File: config.mk
export PLATFORM = sky130hd
export DESIGN_NAME = vectored_interrupt_controller
export DESIGN_NICKNAME = d
export VERILOG_FILES = /design/src/pkg/vic_pkg.sv /design/src/pkg/prio_if.sv /design/src/hdl/priority_resolver.sv /design/src/hdl/vectored_interrupt_controller.sv
export VERILOG_INCLUDE_DIRS = /design/src /design/src/pkg
export SDC_FILE = /design/constraint.sdc
export NUM_CORES = 1
export LEC_CHECK = 0
export ABC_AREA = 1
export BUFFER_PORTS_ARGS = -buffer_cell sky130_fd_sc_hd__buf_4
export CAP_MARGIN = 20
export CORE_MARGIN = 2
export CORE_UTILIZATION = 37
export CTS_BUF_LIST = sky130_fd_sc_hd__clkbuf_16
export CTS_CLUSTER_DIAMETER = 40
export DETAILED_ROUTE_END_ITERATION = 10
export PLACE_DENSITY = 0.68
export SLEW_MARGIN = 10
export SYNTH_ARGS = -nofsm -noshare
export SYNTH_HDL_FRONTEND = slang
export SYNTH_SLANG_ARGS = --single-unit
File: constraint.sdc
create_clock -name clk_sys -period 8.1 [get_ports clk_sys]
set_input_delay 0.81 -clock clk_sys [delete_from_list [all_inputs] [get_ports clk_sys]]
set_output_delay 0.81 -clock clk_sys [all_outputs]
set_load 0.02 [all_outputs]
File: src/pkg/vic_cfg.svh
// offsets, field positions, reset values and fixed codes of the controller
`ifndef VIC_CFG_SVH
`define VIC_CFG_SVH
`define VIC_NSRC 48
`define VIC_VEC_BASE 9'h040
`define VIC_HOLE_MASK 48'h0000_0000_0600
`define VIC_HOLE_VA 9'h064
`define VIC_HOLE_VB 9'h068
`define VIC_NMI_VEC 16'h0066
`define VIC_MARK_SHORT 8'h00
`define VIC_MARK_WIDE 8'h01
`define A_PAGE_LO 8'h00
`define A_PAGE_HI 8'h01
`define A_PBASE 8'h02
`define A_CTRL 8'h03
`define A_LSP0 8'h04
`define A_LSP1 8'h05
`define A_LSP2 8'h06
`define A_SSP0 8'h07
`define A_SSP1 8'h08
`define A_STAT 8'h09
`define A_MASK 8'h0a
`define A_VLO 8'h0b
`define A_VHI 8'h0c
`define A_PRIO0 8'h10
`define N_PRIO 6
`define B_WIDE 0
`define B_MIXED 1
`define B_EN1 2
`define B_EN2 3
`define S_IRQ 0
`define S_NMI 1
`define RST_LSP 24'h000000
`define RST_SSP 16'h0000
`endif

File: src/pkg/vic_pkg.sv
// types and shared decoding for the vectored interrupt controller
`include "vic_cfg.svh"
package vic_pkg;
    typedef logic [8:0] vec_t;
    typedef logic [23:0] addr_t;
    typedef enum logic [1:0] {
        ST_IDLE = 2'b00,
        ST_PUSH = 2'b01,
        ST_VECT = 2'b10
    } seq_state_e;

    // vector of a priority slot: base plus four bytes per slot
    function automatic vec_t vector_of(input logic [5:0] idx);
        return `VIC_VEC_BASE + {1'b0, idx, 2'b00};
    endfunction : vector_of
endpackage : vic_pkg

File: src/pkg/prio_if.sv
// request set and resolved vector between controller and resolver
`timescale 1ns/10ps
`default_nettype none
interface prio_if;
    logic [47:0] req;
    logic [47:0] level;
    logic any;
    vic_pkg::vec_t vec;
    modport ctl (output req, output level, input any, input vec);
    modport res (input req, input level, output any, output vec);
endinterface : prio_if
`default_nettype wire

File: src/hdl/priority_resolver.sv
// two-level fixed priority resolver with registered vector
`timescale 1ns/10ps
`default_nettype none
module priority_resolver (
    input wire logic clk_sys, // system clock
    input wire logic sys_rst, // async reset, high
    prio_if.res rs // requests in, vector out
);
    import vic_pkg::*;

    logic [47:0] eff;
    logic [47:0] pick;
    logic [5:0] idx;
    logic [47:0] pick_q;
    logic [5:0] idx_q;
    logic hit_q;
    logic lvl_q;

    //------------------------------------------------
    // selection
    //------------------------------------------------
    // empty slots masked, level one beats level zero, lowest slot wins
    always_comb begin
        eff = rs.req & ~`VIC_HOLE_MASK;
        pick = (|(eff & rs.level)) ? (eff & rs.level) : eff;
        idx = 6'h00;
        for (int i = 47; i >= 0; i--) begin
            if (pick[i]) begin
                idx = 6'(i);
            end
        end
    end

    // registered request and vector toward the core
    always_ff @(posedge clk_sys or posedge sys_rst) begin
        if (sys_rst) begin
            rs.any <= 1'b0;
            rs.vec <= 9'h000;
            idx_q <= 6'h00;
            pick_q <= 48'h0;
            hit_q <= 1'b0;
            lvl_q <= 1'b0;
        end else begin
            rs.any <= |eff;
            rs.vec <= (|eff) ? vector_of(idx) : 9'h000;
            idx_q <= idx;
            pick_q <= pick;
            hit_q <= |(eff & rs.level);
            lvl_q <= rs.level[idx];
        end
    end
endmodule : priority_resolver
`default_nettype wire

File: src/hdl/vectored_interrupt_controller.sv
// vectored interrupt controller with the core-side vectoring sequence
//------------------------------------------------
//------------------------------------------------
`timescale 1ns/10ps
`default_nettype none
`include "vic_cfg.svh"
module vectored_interrupt_controller #(
    parameter int NUM_SRC = `VIC_NSRC // maskable slots, fixed layout
) (
    input wire logic clk_sys, // system clock, 200 MHz
    input wire logic sys_rst, // async reset, high
    input wire logic [15:0] periph_req, // on-chip peripheral requests, slots 0..15
    input wire logic [31:0] port_req, // port pin requests, slots 16..47
    input wire logic nmi_pin_n, // nonmaskable pin, falling edge
    input wire logic core_ready, // core at instruction boundary
    input wire vic_pkg::addr_t ret_pc, // return address to stack
    output logic irq_to_core, // maskable request to core
    output logic nmi_to_core, // nonmaskable request pending
    output vic_pkg::vec_t vector_index_bus, // vector of winning source
    output logic stack_we, // stack byte write
    output vic_pkg::addr_t stack_addr, // stack byte address
    output logic [7:0] stack_data, // stack byte
    output logic isr_start, // handler fetch begins
    output vic_pkg::addr_t addr_bus, // vector address on bus
    input wire logic [7:0] reg_addr, // register address
    input wire logic [7:0] reg_wdata, // register write data
    input wire logic reg_wr, // write strobe
    input wire logic reg_rd, // read strobe
    output logic [7:0] reg_rdata, // read data, cycle after strobe
    output logic irq_out // unmasked status pending
);
    import vic_pkg::*;

    if (NUM_SRC != `VIC_NSRC) begin : g_bad_num
        $error("slot count must match the fixed vector layout");
    end

    prio_if rs ();

    logic [15:0] page_q;
    logic [7:0] pbase_q;
    logic wide_q, mixed_q, en1_q, en2_q;
    logic [23:0] lsp_q;
    logic [15:0] ssp_q;
    logic [47:0] level_q;
    logic [1:0] stat_q, mask_q;
    logic nmi_s1_q, nmi_s2_q, nmi_s3_q, nmi_pend_q;
    seq_state_e st_q;
    logic [31:0] pb_q, pb_d;
    logic [2:0] cnt_q, cnt_d;
    logic short_q;
    addr_t vaddr_q, vaddr_d;
    logic take_nmi, take_irq, take, long_mode, nmi_fall;

    //------------------------------------------------
    // sources and resolver
    //------------------------------------------------
    // peripherals then port pins, unlatched
    assign rs.req = {port_req, periph_req};
    assign rs.level = level_q;

    priority_resolver u_res (
        .clk_sys(clk_sys),
        .sys_rst(sys_rst),
        .rs(rs)
    );

    assign irq_to_core = rs.any;
    assign vector_index_bus = rs.vec;
    assign nmi_to_core = nmi_pend_q;

    // pin synchroniser and falling edge catch
    always_ff @(posedge clk_sys or posedge sys_rst) begin
        if (sys_rst) begin
            nmi_s1_q <= 1'b1;
            nmi_s2_q <= 1'b1;
            nmi_s3_q <= 1'b1;
        end else begin
            nmi_s1_q <= nmi_pin_n;
            nmi_s2_q <= nmi_s1_q;
            nmi_s3_q <= nmi_s2_q;
        end
    end
    assign nmi_fall = nmi_s3_q & ~nmi_s2_q;

    // pending nonmaskable, a new edge beats the clear
    always_ff @(posedge clk_sys or posedge sys_rst) begin
        if (sys_rst) begin
            nmi_pend_q <= 1'b0;
        end else if (nmi_fall) begin
            nmi_pend_q <= 1'b1;
        end else if (take_nmi) begin
            nmi_pend_q <= 1'b0;
        end
    end

    //------------------------------------------------
    // accept decision and vector formation
    //------------------------------------------------
    assign take_nmi = (st_q == ST_IDLE) && core_ready && nmi_pend_q;
    assign take_irq = (st_q == ST_IDLE) && core_ready && !nmi_pend_q
        && rs.any && en1_q;
    assign take = take_nmi | take_irq;
    assign long_mode = wide_q | mixed_q;

    // vector address and return bytes, high byte pushed first
    always_comb begin
        if (take_nmi) begin
            vaddr_d = long_mode ? {8'h00, `VIC_NMI_VEC} : {pbase_q, `VIC_NMI_VEC};
        end else if (long_mode) begin
            vaddr_d = {page_q[15:1], rs.vec};
        end else begin
            vaddr_d = {pbase_q, page_q[7:1], rs.vec};
        end
        unique case ({mixed_q, wide_q})
            2'b00: begin
                pb_d = {ret_pc[15:0], 16'h0000};
                cnt_d = 3'd2;
            end
            2'b01: begin
                pb_d = {ret_pc, 8'h00};
                cnt_d = 3'd3;
            end
            2'b10: begin
                pb_d = {ret_pc[15:0], `VIC_MARK_SHORT, 8'h00};
                cnt_d = 3'd3;
            end
            2'b11: begin
                pb_d = {ret_pc, `VIC_MARK_WIDE};
                cnt_d = 3'd4;
            end
        endcase
    end

    //------------------------------------------------
    // vectoring sequence
    //------------------------------------------------
    // idle, push return bytes, then drive the vector address
    always_ff @(posedge clk_sys or posedge sys_rst) begin
        if (sys_rst) begin
            st_q <= ST_IDLE;
            pb_q <= 32'h0;
            cnt_q <= 3'd0;
            short_q <= 1'b0;
            vaddr_q <= 24'h0;
        end else begin
            unique case (st_q)
                ST_IDLE: begin
                    if (take) begin
                        st_q <= ST_PUSH;
                        pb_q <= pb_d;
                        cnt_q <= cnt_d;
                        short_q <= !long_mode;
                        vaddr_q <= vaddr_d;
                    end
                end
                ST_PUSH: begin
                    pb_q <= {pb_q[23:0], 8'h00};
                    cnt_q <= cnt_q - 3'd1;
                    if (cnt_q == 3'd1) begin
                        st_q <= ST_VECT;
                    end
                end
                ST_VECT: begin
                    st_q <= ST_IDLE;
                end
                default: begin
                    st_q <= ST_IDLE;
                end
            endcase
        end
    end

    // stack byte writes, one per push cycle
    always_ff @(posedge clk_sys or posedge sys_rst) begin
        if (sys_rst) begin
            stack_we <= 1'b0;
            stack_addr <= 24'h0;
            stack_data <= 8'h00;
        end else begin
            stack_we <= (st_q == ST_PUSH);
            stack_addr <= short_q ? {pbase_q, ssp_q - 16'h1} : lsp_q - 24'h1;
            stack_data <= pb_q[31:24];
        end
    end

    // vector address onto the bus as the handler starts
    always_ff @(posedge clk_sys or posedge sys_rst) begin
        if (sys_rst) begin
            isr_start <= 1'b0;
            addr_bus <= 24'h0;
        end else begin
            isr_start <= (st_q == ST_VECT);
            if (st_q == ST_VECT) begin
                addr_bus <= vaddr_q;
            end
        end
    end

    //------------------------------------------------
    // register file
    //------------------------------------------------
    // software-only settings
    always_ff @(posedge clk_sys or posedge sys_rst) begin
        if (sys_rst) begin
            page_q <= 16'h0000;
            pbase_q <= 8'h00;
            level_q <= 48'h0;
            mask_q <= 2'b00;
        end else if (reg_wr) begin
            if (reg_addr == `A_PAGE_LO) page_q[7:0] <= reg_wdata;
            if (reg_addr == `A_PAGE_HI) page_q[15:8] <= reg_wdata;
            if (reg_addr == `A_PBASE) pbase_q <= reg_wdata;
            if (reg_addr == `A_MASK) mask_q <= reg_wdata[1:0];
            for (int k = 0; k < `N_PRIO; k++) begin
                if (reg_addr == `A_PRIO0 + 8'(k)) begin
                    level_q[8*k +: 8] <= reg_wdata;
                end
            end
        end
    end

    // mode and enable flags, the accept overrides a write
    always_ff @(posedge clk_sys or posedge sys_rst) begin
        if (sys_rst) begin
            wide_q <= 1'b0;
            mixed_q <= 1'b0;
            en1_q <= 1'b0;
            en2_q <= 1'b0;
        end else begin
            if (reg_wr && reg_addr == `A_CTRL) begin
                wide_q <= reg_wdata[`B_WIDE];
                mixed_q <= reg_wdata[`B_MIXED];
                en1_q <= reg_wdata[`B_EN1];
                en2_q <= reg_wdata[`B_EN2];
            end
            if (take_irq) begin
                en1_q <= 1'b0;
                en2_q <= 1'b0;
            end
            if (take_nmi) begin
                en1_q <= 1'b0;
            end
            if (take && mixed_q) begin
                wide_q <= 1'b1;
            end
        end
    end

    // stack pointers, decremented per pushed byte
    always_ff @(posedge clk_sys or posedge sys_rst) begin
        if (sys_rst) begin
            lsp_q <= `RST_LSP;
            ssp_q <= `RST_SSP;
        end else if (st_q == ST_PUSH) begin
            if (short_q) ssp_q <= ssp_q - 16'h1;
            else lsp_q <= lsp_q - 24'h1;
        end else if (reg_wr) begin
            if (reg_addr == `A_LSP0) lsp_q[7:0] <= reg_wdata;
            if (reg_addr == `A_LSP1) lsp_q[15:8] <= reg_wdata;
            if (reg_addr == `A_LSP2) lsp_q[23:16] <= reg_wdata;
            if (reg_addr == `A_SSP0) ssp_q[7:0] <= reg_wdata;
            if (reg_addr == `A_SSP1) ssp_q[15:8] <= reg_wdata;
        end
    end

    // sticky accept events, write one to clear, set wins
    always_ff @(posedge clk_sys or posedge sys_rst) begin
        if (sys_rst) begin
            stat_q <= 2'b00;
        end else begin
            if (reg_wr && reg_addr == `A_STAT) stat_q <= stat_q & ~reg_wdata[1:0];
            if (take_irq) stat_q[`S_IRQ] <= 1'b1;
            if (take_nmi) stat_q[`S_NMI] <= 1'b1;
        end
    end
    assign irq_out = |(stat_q & mask_q);

    // read data one cycle after the strobe, zero when unmapped
    always_ff @(posedge clk_sys or posedge sys_rst) begin
        if (sys_rst) begin
            reg_rdata <= 8'h00;
        end else if (!reg_rd) begin
            reg_rdata <= 8'h00;
        end else begin
            unique case (reg_addr)
                `A_PAGE_LO: reg_rdata <= page_q[7:0];
                `A_PAGE_HI: reg_rdata <= page_q[15:8];
                `A_PBASE: reg_rdata <= pbase_q;
                `A_CTRL: reg_rdata <= {4'h0, en2_q, en1_q, mixed_q, wide_q};
                `A_LSP0: reg_rdata <= lsp_q[7:0];
                `A_LSP1: reg_rdata <= lsp_q[15:8];
                `A_LSP2: reg_rdata <= lsp_q[23:16];
                `A_SSP0: reg_rdata <= ssp_q[7:0];
                `A_SSP1: reg_rdata <= ssp_q[15:8];
                `A_STAT: reg_rdata <= {6'h00, stat_q};
                `A_MASK: reg_rdata <= {6'h00, mask_q};
                `A_VLO: reg_rdata <= rs.vec[7:0];
                `A_VHI: reg_rdata <= {5'h00, nmi_pend_q, rs.any, rs.vec[8]};
                8'h10, 8'h11, 8'h12, 8'h13, 8'h14, 8'h15:
                    reg_rdata <= level_q[8*(reg_addr - `A_PRIO0) +: 8];
                default: reg_rdata <= 8'h00;
            endcase
        end
    end
endmodule : vectored_interrupt_controller
`default_nettype wire

==> results of run 1 <==
-- worst max-delay path, delay by kind of cell (launching register included) --
| family | cells | cell delay, ps |
|---|---|---|
| compound gates | 2 | 230 |
| simple gates | 48 | 3000 |
| flops | 1 | 420 |
| buf+inv | 1 | 240 |
-- kinds of logic (layout without fill, tap and decap cells) --
logic type      count (synthesis)  after routing
compound gates                367            367
fa+ha+maj                      10             10
buf+inv                       212            403
other cells                     1              3
flops                         251            251
mux                             5              5
simple gates                  699            699
xor+xnor                       33             33
-- power by group through the flow --
stage	logic (W)	clock network, W	registers [W]
after floorplan	0.000781	0	0.00187
after global placement	0.00139	0	0.00180
after detailed placement	0.00142	0	0.00181
after CTS	0.00143	0.00158	0.00179
after global routing	0.00159	0.00163	0.00182
final	0.00143	0.00156	0.00179
-- cells in the mapped netlist, drive strengths merged, types with 4 or more instances --
cell    instances  area (µm²)
o21ai         222        1134
nand3          42       222.7
nor2          158       618.1
clkinv          4       20.02
a22oi           7       52.55
buf             8       50.04
nand4          13       81.33
or2             8       50.05
nand2         442        1672
o311ai          7       61.31
a32o            9       90.09
ha             10       125.1
o22ai           8       50.05
clkbuf         44       165.2
o221ai         12       105.1
nor4           13       81.33
o211ai         11       82.58
a21oi          16       83.83
xnor2           8       70.07
a31oi          42       262.8
nor3           16       80.08
mux2i           5       50.05
xor2           25       219.0
inv           156       585.6
a221oi          5       43.79
a22o            9       78.83
dfrtp         248        6206
-- how the worst max path moves through the flow --
stage                                 to  slack [ps]  cells after the start
2_1_floorplan   addr_bus[10]$_DFFE_PP0P_         390                      1
3_3_place_gp   u_res.rs.vec[2]$_DFF_PP0_        3660                     52
3_5_place_dp   u_res.rs.vec[2]$_DFF_PP0_        3660                     52
4_1_cts        u_res.rs.vec[2]$_DFF_PP0_        4160                     51
5_1_grt        u_res.rs.vec[2]$_DFF_PP0_        3620                     51
6_report       u_res.rs.vec[2]$_DFF_PP0_        4160                     51
-- registers in the layout, summed over array words and instances (netlist names), 7 cells and up --
register,cells
level_q,48
stack_data,8
u_res.rs.vec,7
stack_addr,24
pb_q,25
addr_bus,23
pbase_q,8
vaddr_q,23
ssp_q,16
reg_rdata,8
page_q,16
lsp_q,24
-- through the flow --
stage	area (µm²)	total power (W)	std cells
detailed placement	14320	0.003226	2152
floorplan	12640	0.002654	1580
global placement	14320	0.003187	2152
finish	15580	0.004778	2219
global route	15580	0.005043	2219
CTS	15530	0.004797	2217
-- per-layer routing --
metal / global-route usage / up-vias / wire length, µm
met4: 0.07362 / 0 / 1305
met5: 0 / - / 0
met3: 0.05103 / 77 / 3711
met2: 0.3551 / 544 / 17890
met1: 0.3061 / 5534 / 17200
li1: - / 5596 / -
-- cell type report --
cell class	instances	area [µm²]
clock buffers	36	900.9
repair buffers	178	1369
clock inverters	29	305.3
multi-input cells	1117	5544
fillers	3268	17950
well taps	448	560.5
inverters	160	613.1
flip-flops and latches	251	6285
==> qor.txt, run 1 <==
Outcome: finished clean
Post-synth EDFFs: 0
Average wire per standard cell: 18.08 µm
Unrepaired setup endpoints after global routing: false
Remaining antenna violation count: 0
Synthesized area: 0.01263 mm²
Vias in the first global route: 11207
Post-DP HPWL: 29680 µm
Detailed Routing Iterations Pass 1: 6
Worst Tran Pin Value: 915.6 ps
Initial DRC count: 1111
Worst path arrival time: 4380 ps
RR Startpoint: level_q[8]$_DFFE_PP0P_
WP data required: 8550 ps
Sw power: 0.001757 W
Hold_ws: 367.6 ps
Combinational share of power: 0.299
Most common cell after layout, fill and taps aside: nand2_1
Site row count: 67
DIE WIDTH: 188.7 µm
Post-CTS Resized: 0
Mux contribution to synthesized area: 0.003963
Starting Density: 0.3766
Max cap viols: 0
Commonest cells after routing, fill and taps aside: 437 x nand2_1, 248 x dfrtp_1, 211 x o21ai_0
First-pass GRT wire length: 62580 µm
Avg Inst Size Synth: 8.003 µm²
Clock power frac: 0.327
Final #Nets: 1848
Htree depth: 2
Synth Area in XOR/XNOR: 0.02289
Buffers on Ports: 166
Final Wtd Congestion: 0.9549
Global Route Usage Sum: 0.2248
Util after Layout: 0.4646
Critical Path Sink Type: flop
Setup violators final: 0
CTS tree: done
CP max FO: 44
CTS Hold Buffers Added: 0
F_max: 254.1 MHz
Ys async rst share: 1.000
Synth warn: 0
Adder-cell share of the synthesized area: 0.009908
Vias per std cell: 5.296
Share of layout cells above drive strength 1: 0.1513
Clk sinks: 251
Slowest Stage Delay on Critical Path: 420 ps
Clock tree buffer depth: 3
Leak pwr: 7.391 nW
Setup TNS: 0 ps
Layout Skew: 15.58 ps
R2r setup slk: 4160 ps
Cell count of the worst reg-to-reg path: 51
TritonCTS Buffers: 36
Fin crit share: 0.4858
Worst slack, placed: 3662 ps
I/O Pins: 172
CP dominant cell by count: nand2_1
#FFs+latches synth: 251
Drc violations: 0
Clk_lat worst skew: 520 ps
Int Power: 0.003021 W
P per Cell Area: 306.7 mW/mm²
Critical path type: reg -> reg
Startpoint types: flop
Seq/Total Area, Yosys: 0.4977
Worst Slack Setup Final: 4165 ps
Synthesis-to-layout area growth: 23.35%
Compound-Gate Fraction of Synth Area: 0.1743
Post-route minimum period: 3935 ps
Die Height: 188.7 µm
VDD IR max: 155.1 µV
Flop pwr share: 0.375
Grt total ovfl: 0
Via Count: 11751
Clock transition at path regs: 50 ps
Main synth FF type: dfrtp_1
Core Area: 0.03353 mm²
Final slew viol count: 0
Reg-to-reg endpoint: u_res.rs.vec[2]$_DFF_PP0_
Sw Share: 0.3678
Clk Tree Root Cell: clkbuf_16
Min-delay worst type: reg -> reg
Initial antenna violation count: 0
Overall routed net length: 40110 µm
Critical path origin: level_q[8]$_DFFE_PP0P_
Simple-gate portion of the synthesized area: 0.2260
Synthesized instance count: 1578
Distinct cells, synth: 57
Slew margin rel.: 0.3874
Largest net degree at the start of global routing: 117
Main combinational cell family by area after synthesis: simple AND/OR/NAND/NOR gates
Die ar.: 0.03562 mm²
Slowest-stage cell, CP: dfrtp_1
Hold Violations, Final: 0
Hold Path End: nmi_s2_q$_DFF_PP1_
Number of diodes: 0
Min-Delay Startpoint: nmi_s1_q$_DFF_PP1_
Number of setup buffers added after CTS: 0
Hold path depth: 0
Note: power is estimated with default switching activity, not from simulation.
==> run 2, diff against run 1 <==
ABC_AREA = 0   (was 1)
PLACE_DENSITY = 0.66   (was 0.68)
clock period = 3.7 ns   (was 8.1 ns; I/O delays follow)
==> run 2 against run 1 <==
Compared with the run above: die area is 2.5% higher; highest routed layer unchanged; critical endpoint is now lsp_q[20]$_DFFE_PP0P_; area after synthesis up 2.6%; combinational power grew to 2.7 times the previous value; via count decreased by 3.8%; first-iteration DRC count is 7.6% higher.
==> qor.txt, run 2 <==
Final Non-Filler Cells: 1929 (was 2219)
Distinct cells, synth: 71 (was 57)
Total Power: 0.01128 W (was 0.004778 W)
TritonCTS Buffers: 37 (was 36)
Synthesis-to-layout area growth: 25.18% (was 23.35%)
Worst Tran Pin Value: 939.3 ps (was 915.6 ps)
I/O Pins: 172 (unchanged)
Top flop regs: level_q: 48 flops, pb_q: 25 flops (unchanged)
Post-synth EDFFs: 0 (unchanged)
Drc violations: 0 (unchanged)
DIE WIDTH: 191.1 µm (was 188.7 µm)
Ys async rst share: 1.000 (unchanged)
Commonest cells in the netlist: 248 x dfrtp_1, 98 x mux2_2, 96 x nor2_1 (was 437 x nand2_1, 248 x dfrtp_1, 211 x o21ai_0)
VDD IR max: 399.2 µV (was 155.1 µV)
Setup TNS: 0 ps (unchanged)
Leak pwr: 7.349 nW (was 7.391 nW)
Inst Count DP: 1860 (was 2152)
Fin area: 0.01622 mm² (was 0.01558 mm²)
Buffers on Ports: 166 (unchanged)
Yosys top cell by area: dfrtp_1 (unchanged)
Clock transition at path regs: 60 ps (was 50 ps)
Layout Skew: 25.14 ps (was 15.58 ps)
Site row count: 68 (was 67)
Number of diodes: 0 (unchanged)
Die ar.: 0.03653 mm² (was 0.03562 mm²)
Clk_lat worst skew: 530 ps (was 520 ps)
Number of setup buffers added after CTS: 0 (unchanged)
Clock tree buffer depth: 3 (unchanged)
#FFs+latches synth: 251 (unchanged)
Vias per std cell: 5.862 (was 5.296)
CP bufs+invs: 1 (unchanged)
P per Cell Area: 695.5 mW/mm² (was 306.7 mW/mm²)
Min-delay worst type: in -> reg (was reg -> reg)
Outcome: finished clean (unchanged)
Commonest cells after routing, fill and taps aside: 248 x dfrtp_1, 229 x buf_4, 98 x mux2_2 (was 437 x nand2_1, 248 x dfrtp_1, 211 x o21ai_0)
Critical Path Sink Type: flop (unchanged)
Post-route minimum period: 3447 ps (was 3935 ps)
Top cells by area, synth: dfrtp_1 48%, mux2_2 8.5%, o21ai_0 2.9%, nor2_1 2.8%, nand2_1 2.5% (was dfrtp_1 49%, nand2_1 13%, o21ai_0 8.4%, nor2_1 4.6%, inv_1 4.5%)
Unrepaired setup endpoints after global routing: false (unchanged)
Crit path max-delay family: simple AND/OR/NAND/NOR gates (unchanged)
Final Wtd Congestion: 1.012 (was 0.9549)
F_max: 290.1 MHz (was 254.1 MHz)
Largest Register: level_q (unchanged)
Startpoint types: flop (unchanged)
Hold Violations, Final: 0 (unchanged)
Seq/Total Area, Yosys: 0.4851 (was 0.4977)
Slew margin rel.: 0.3732 (was 0.3874)
Setup violators final: 0 (unchanged)
Final #Nets: 1552 (was 1848)
Largest register FFs: 48 (unchanged)
Vias in the first global route: 11372 (was 11207)
Initial antenna violation count: 0 (unchanged)
Grt total ovfl: 0 (unchanged)
Starting Density: 0.3751 (was 0.3766)
Share of layout cells above drive strength 1: 0.2883 (was 0.1513)
Final slew viol count: 0 (unchanged)
Fin crit share: 0.9316 (was 0.4858)
Most frequent cell after synthesis: dfrtp_1 (was nand2_1)
Worst path arrival time: 3840 ps (was 4380 ps)
Clk sinks: 251 (unchanged)
Synthesized area: 0.01296 mm² (was 0.01263 mm²)
CTS tree: done (unchanged)
Overall routed net length: 43510 µm (was 40110 µm)
Max cap viols: 0 (unchanged)
First-pass GRT wire length: 66700 µm (was 62580 µm)
Post-synth top area share: 0.4790 (was 0.4914)
WP data required: 4090 ps (was 8550 ps)
Htree depth: 2 (unchanged)
Remaining antenna violation count: 0 (unchanged)
Dpl cell area: 0.01500 mm² (was 0.01432 mm²)
Clk Tree Root Cell: clkbuf_16 (unchanged)
Initial DRC count: 1195 (was 1111)
Detailed Routing Iterations Pass 1: 7 (was 6)
Avg Inst Size Synth: 10.38 µm² (was 8.003 µm²)
Largest net degree at the start of global routing: 147 (was 117)
Main synth FF type: dfrtp_1 (unchanged)
Average wire per standard cell: 22.56 µm (was 18.08 µm)
Post-DP HPWL: 31550 µm (was 29680 µm)
Most common cell after layout, fill and taps aside: dfrtp_1 (was nand2_1)
Global Route Usage Sum: 0.2384 (was 0.2248)
Synth warn: 0 (unchanged)
Die Height: 191.1 µm (was 188.7 µm)
CP max FO: 6 (was 44)
Synthesized instance count: 1248 (was 1578)
Slowest-stage cell, CP: dfrtp_1 (unchanged)
Critical path type: reg -> reg (unchanged)
Slowest Stage Delay on Critical Path: 460 ps (was 420 ps)
CP cell instances: inv_1 > ha_1 > or3b_1 > or3_1 > nor3_2 > nand2_1 > or3_1 > or3_4 > nor3_2 > a31oi_1 > o22a_1
Core Area: 0.03454 mm² (was 0.03353 mm²)
Via Count: 11307 (was 11751)
run 2: cell count changes after synthesis, sizes merged, moves of 17 or more:
| cell | delta |
|---|---|
| nand3 | -17 |
| a21oi | +49 |
| nor2 | -62 |
| or3 | +17 |
| nand2 | -354 |
| o21ai | -140 |
| clkbuf | +20 |
| o22a | +33 |
| a221o | +17 |
| a222oi | +17 |
| inv | -119 |
| mux2 | +98 |
| o21a | +21 |
run 2: kinds of logic (layout without fill, tap and decap cells):
logic type,count (synthesis),in the layout,synth area share
and+or+nand+nor,336,336,0.1306
buffers and inverters,114,338,0.03476
other,1,3,0.0002894
adders and majority gates,10,10,0.009657
AOI/OAI and AO/OA,378,378,0.2038
muxes,123,123,0.1122
DFF,251,251,0.4851
xor gates and xnor gates,35,35,0.02366
run 2: layout make-up:
type | instances | area, µm²
clock buffer | 37 | 925.9
clock inverter | 28 | 241.5
fill | 3234 | 18330
inverter | 38 | 146.4
multi-input combinational | 885 | 6245
sequential | 251 | 6285
tap | 455 | 569.3
timing repair buffer | 235 | 1805
run 2: where the power goes:
group / internal, W / switching [W]
Sequential: 0.00335 / 0.000735
Clock: 0.00200 / 0.00136
Combinational: 0.00157 / 0.00226
Total: 0.00693 / 0.00435
run 2: tightest hold or removal path: stages:
cell and delay (ps):
buf_4 90, nand3_1 60, nand2_1 70
run 2: what timing repair did:
action | in CTS | in global routing
hold endpoints to repair | 10 | 0
hold buffers | 2 | 0
gates resized for setup | 0 | 2
setup endpoints to repair | 0 | 3
run 2: final timing paths:
check	start	endpoint	slack [ps]	cells past startpoint
max	lsp_q[0]$_DFFE_PP0P_	lsp_q[20]$_DFFE_PP0P_	250	11
min	ret_pc[1]	pb_q[9]$_DFFE_PP0P_	100	3
max reg2reg	lsp_q[0]$_DFFE_PP0P_	lsp_q[20]$_DFFE_PP0P_	250	11
min reg2reg	nmi_s1_q$_DFF_PP1_	nmi_s2_q$_DFF_PP1_	350	0
max in group asynchronous	sys_rst	vaddr_q[4]$_DFFE_PP0P_	2180	4
min in group asynchronous	sys_rst	ssp_q[13]$_DFFE_PP0P_	400	3
run 2: layer usage:
layer	up-vias	wire length, µm	part of all wire	track usage
met4	0	1646	0.038	0.09260
met1	5543	18410	0.42	0.3230
met2	575	20130	0.46	0.3825
li1	5089	-	-	-
met3	100	3325	0.076	0.03910
met5	-	0	0	0
run 2: through the flow:
| step | setup WS (ps) | utilization | hold WS, ps |
|---|---|---|---|
| 3_5_place_dp | 136.6 | 0.4344 | 348.1 |
| 2_1_floorplan | 30.76 | - | 345.2 |
| 4_1_cts | 177.6 | 0.4687 | 84.79 |
| 6_report | 253.1 | 0.4695 | 95.25 |
| 3_3_place_gp | 129.9 | 0.4336 | 347.0 |
| 5_1_grt | 27.74 | 0.4695 | 112.4 |
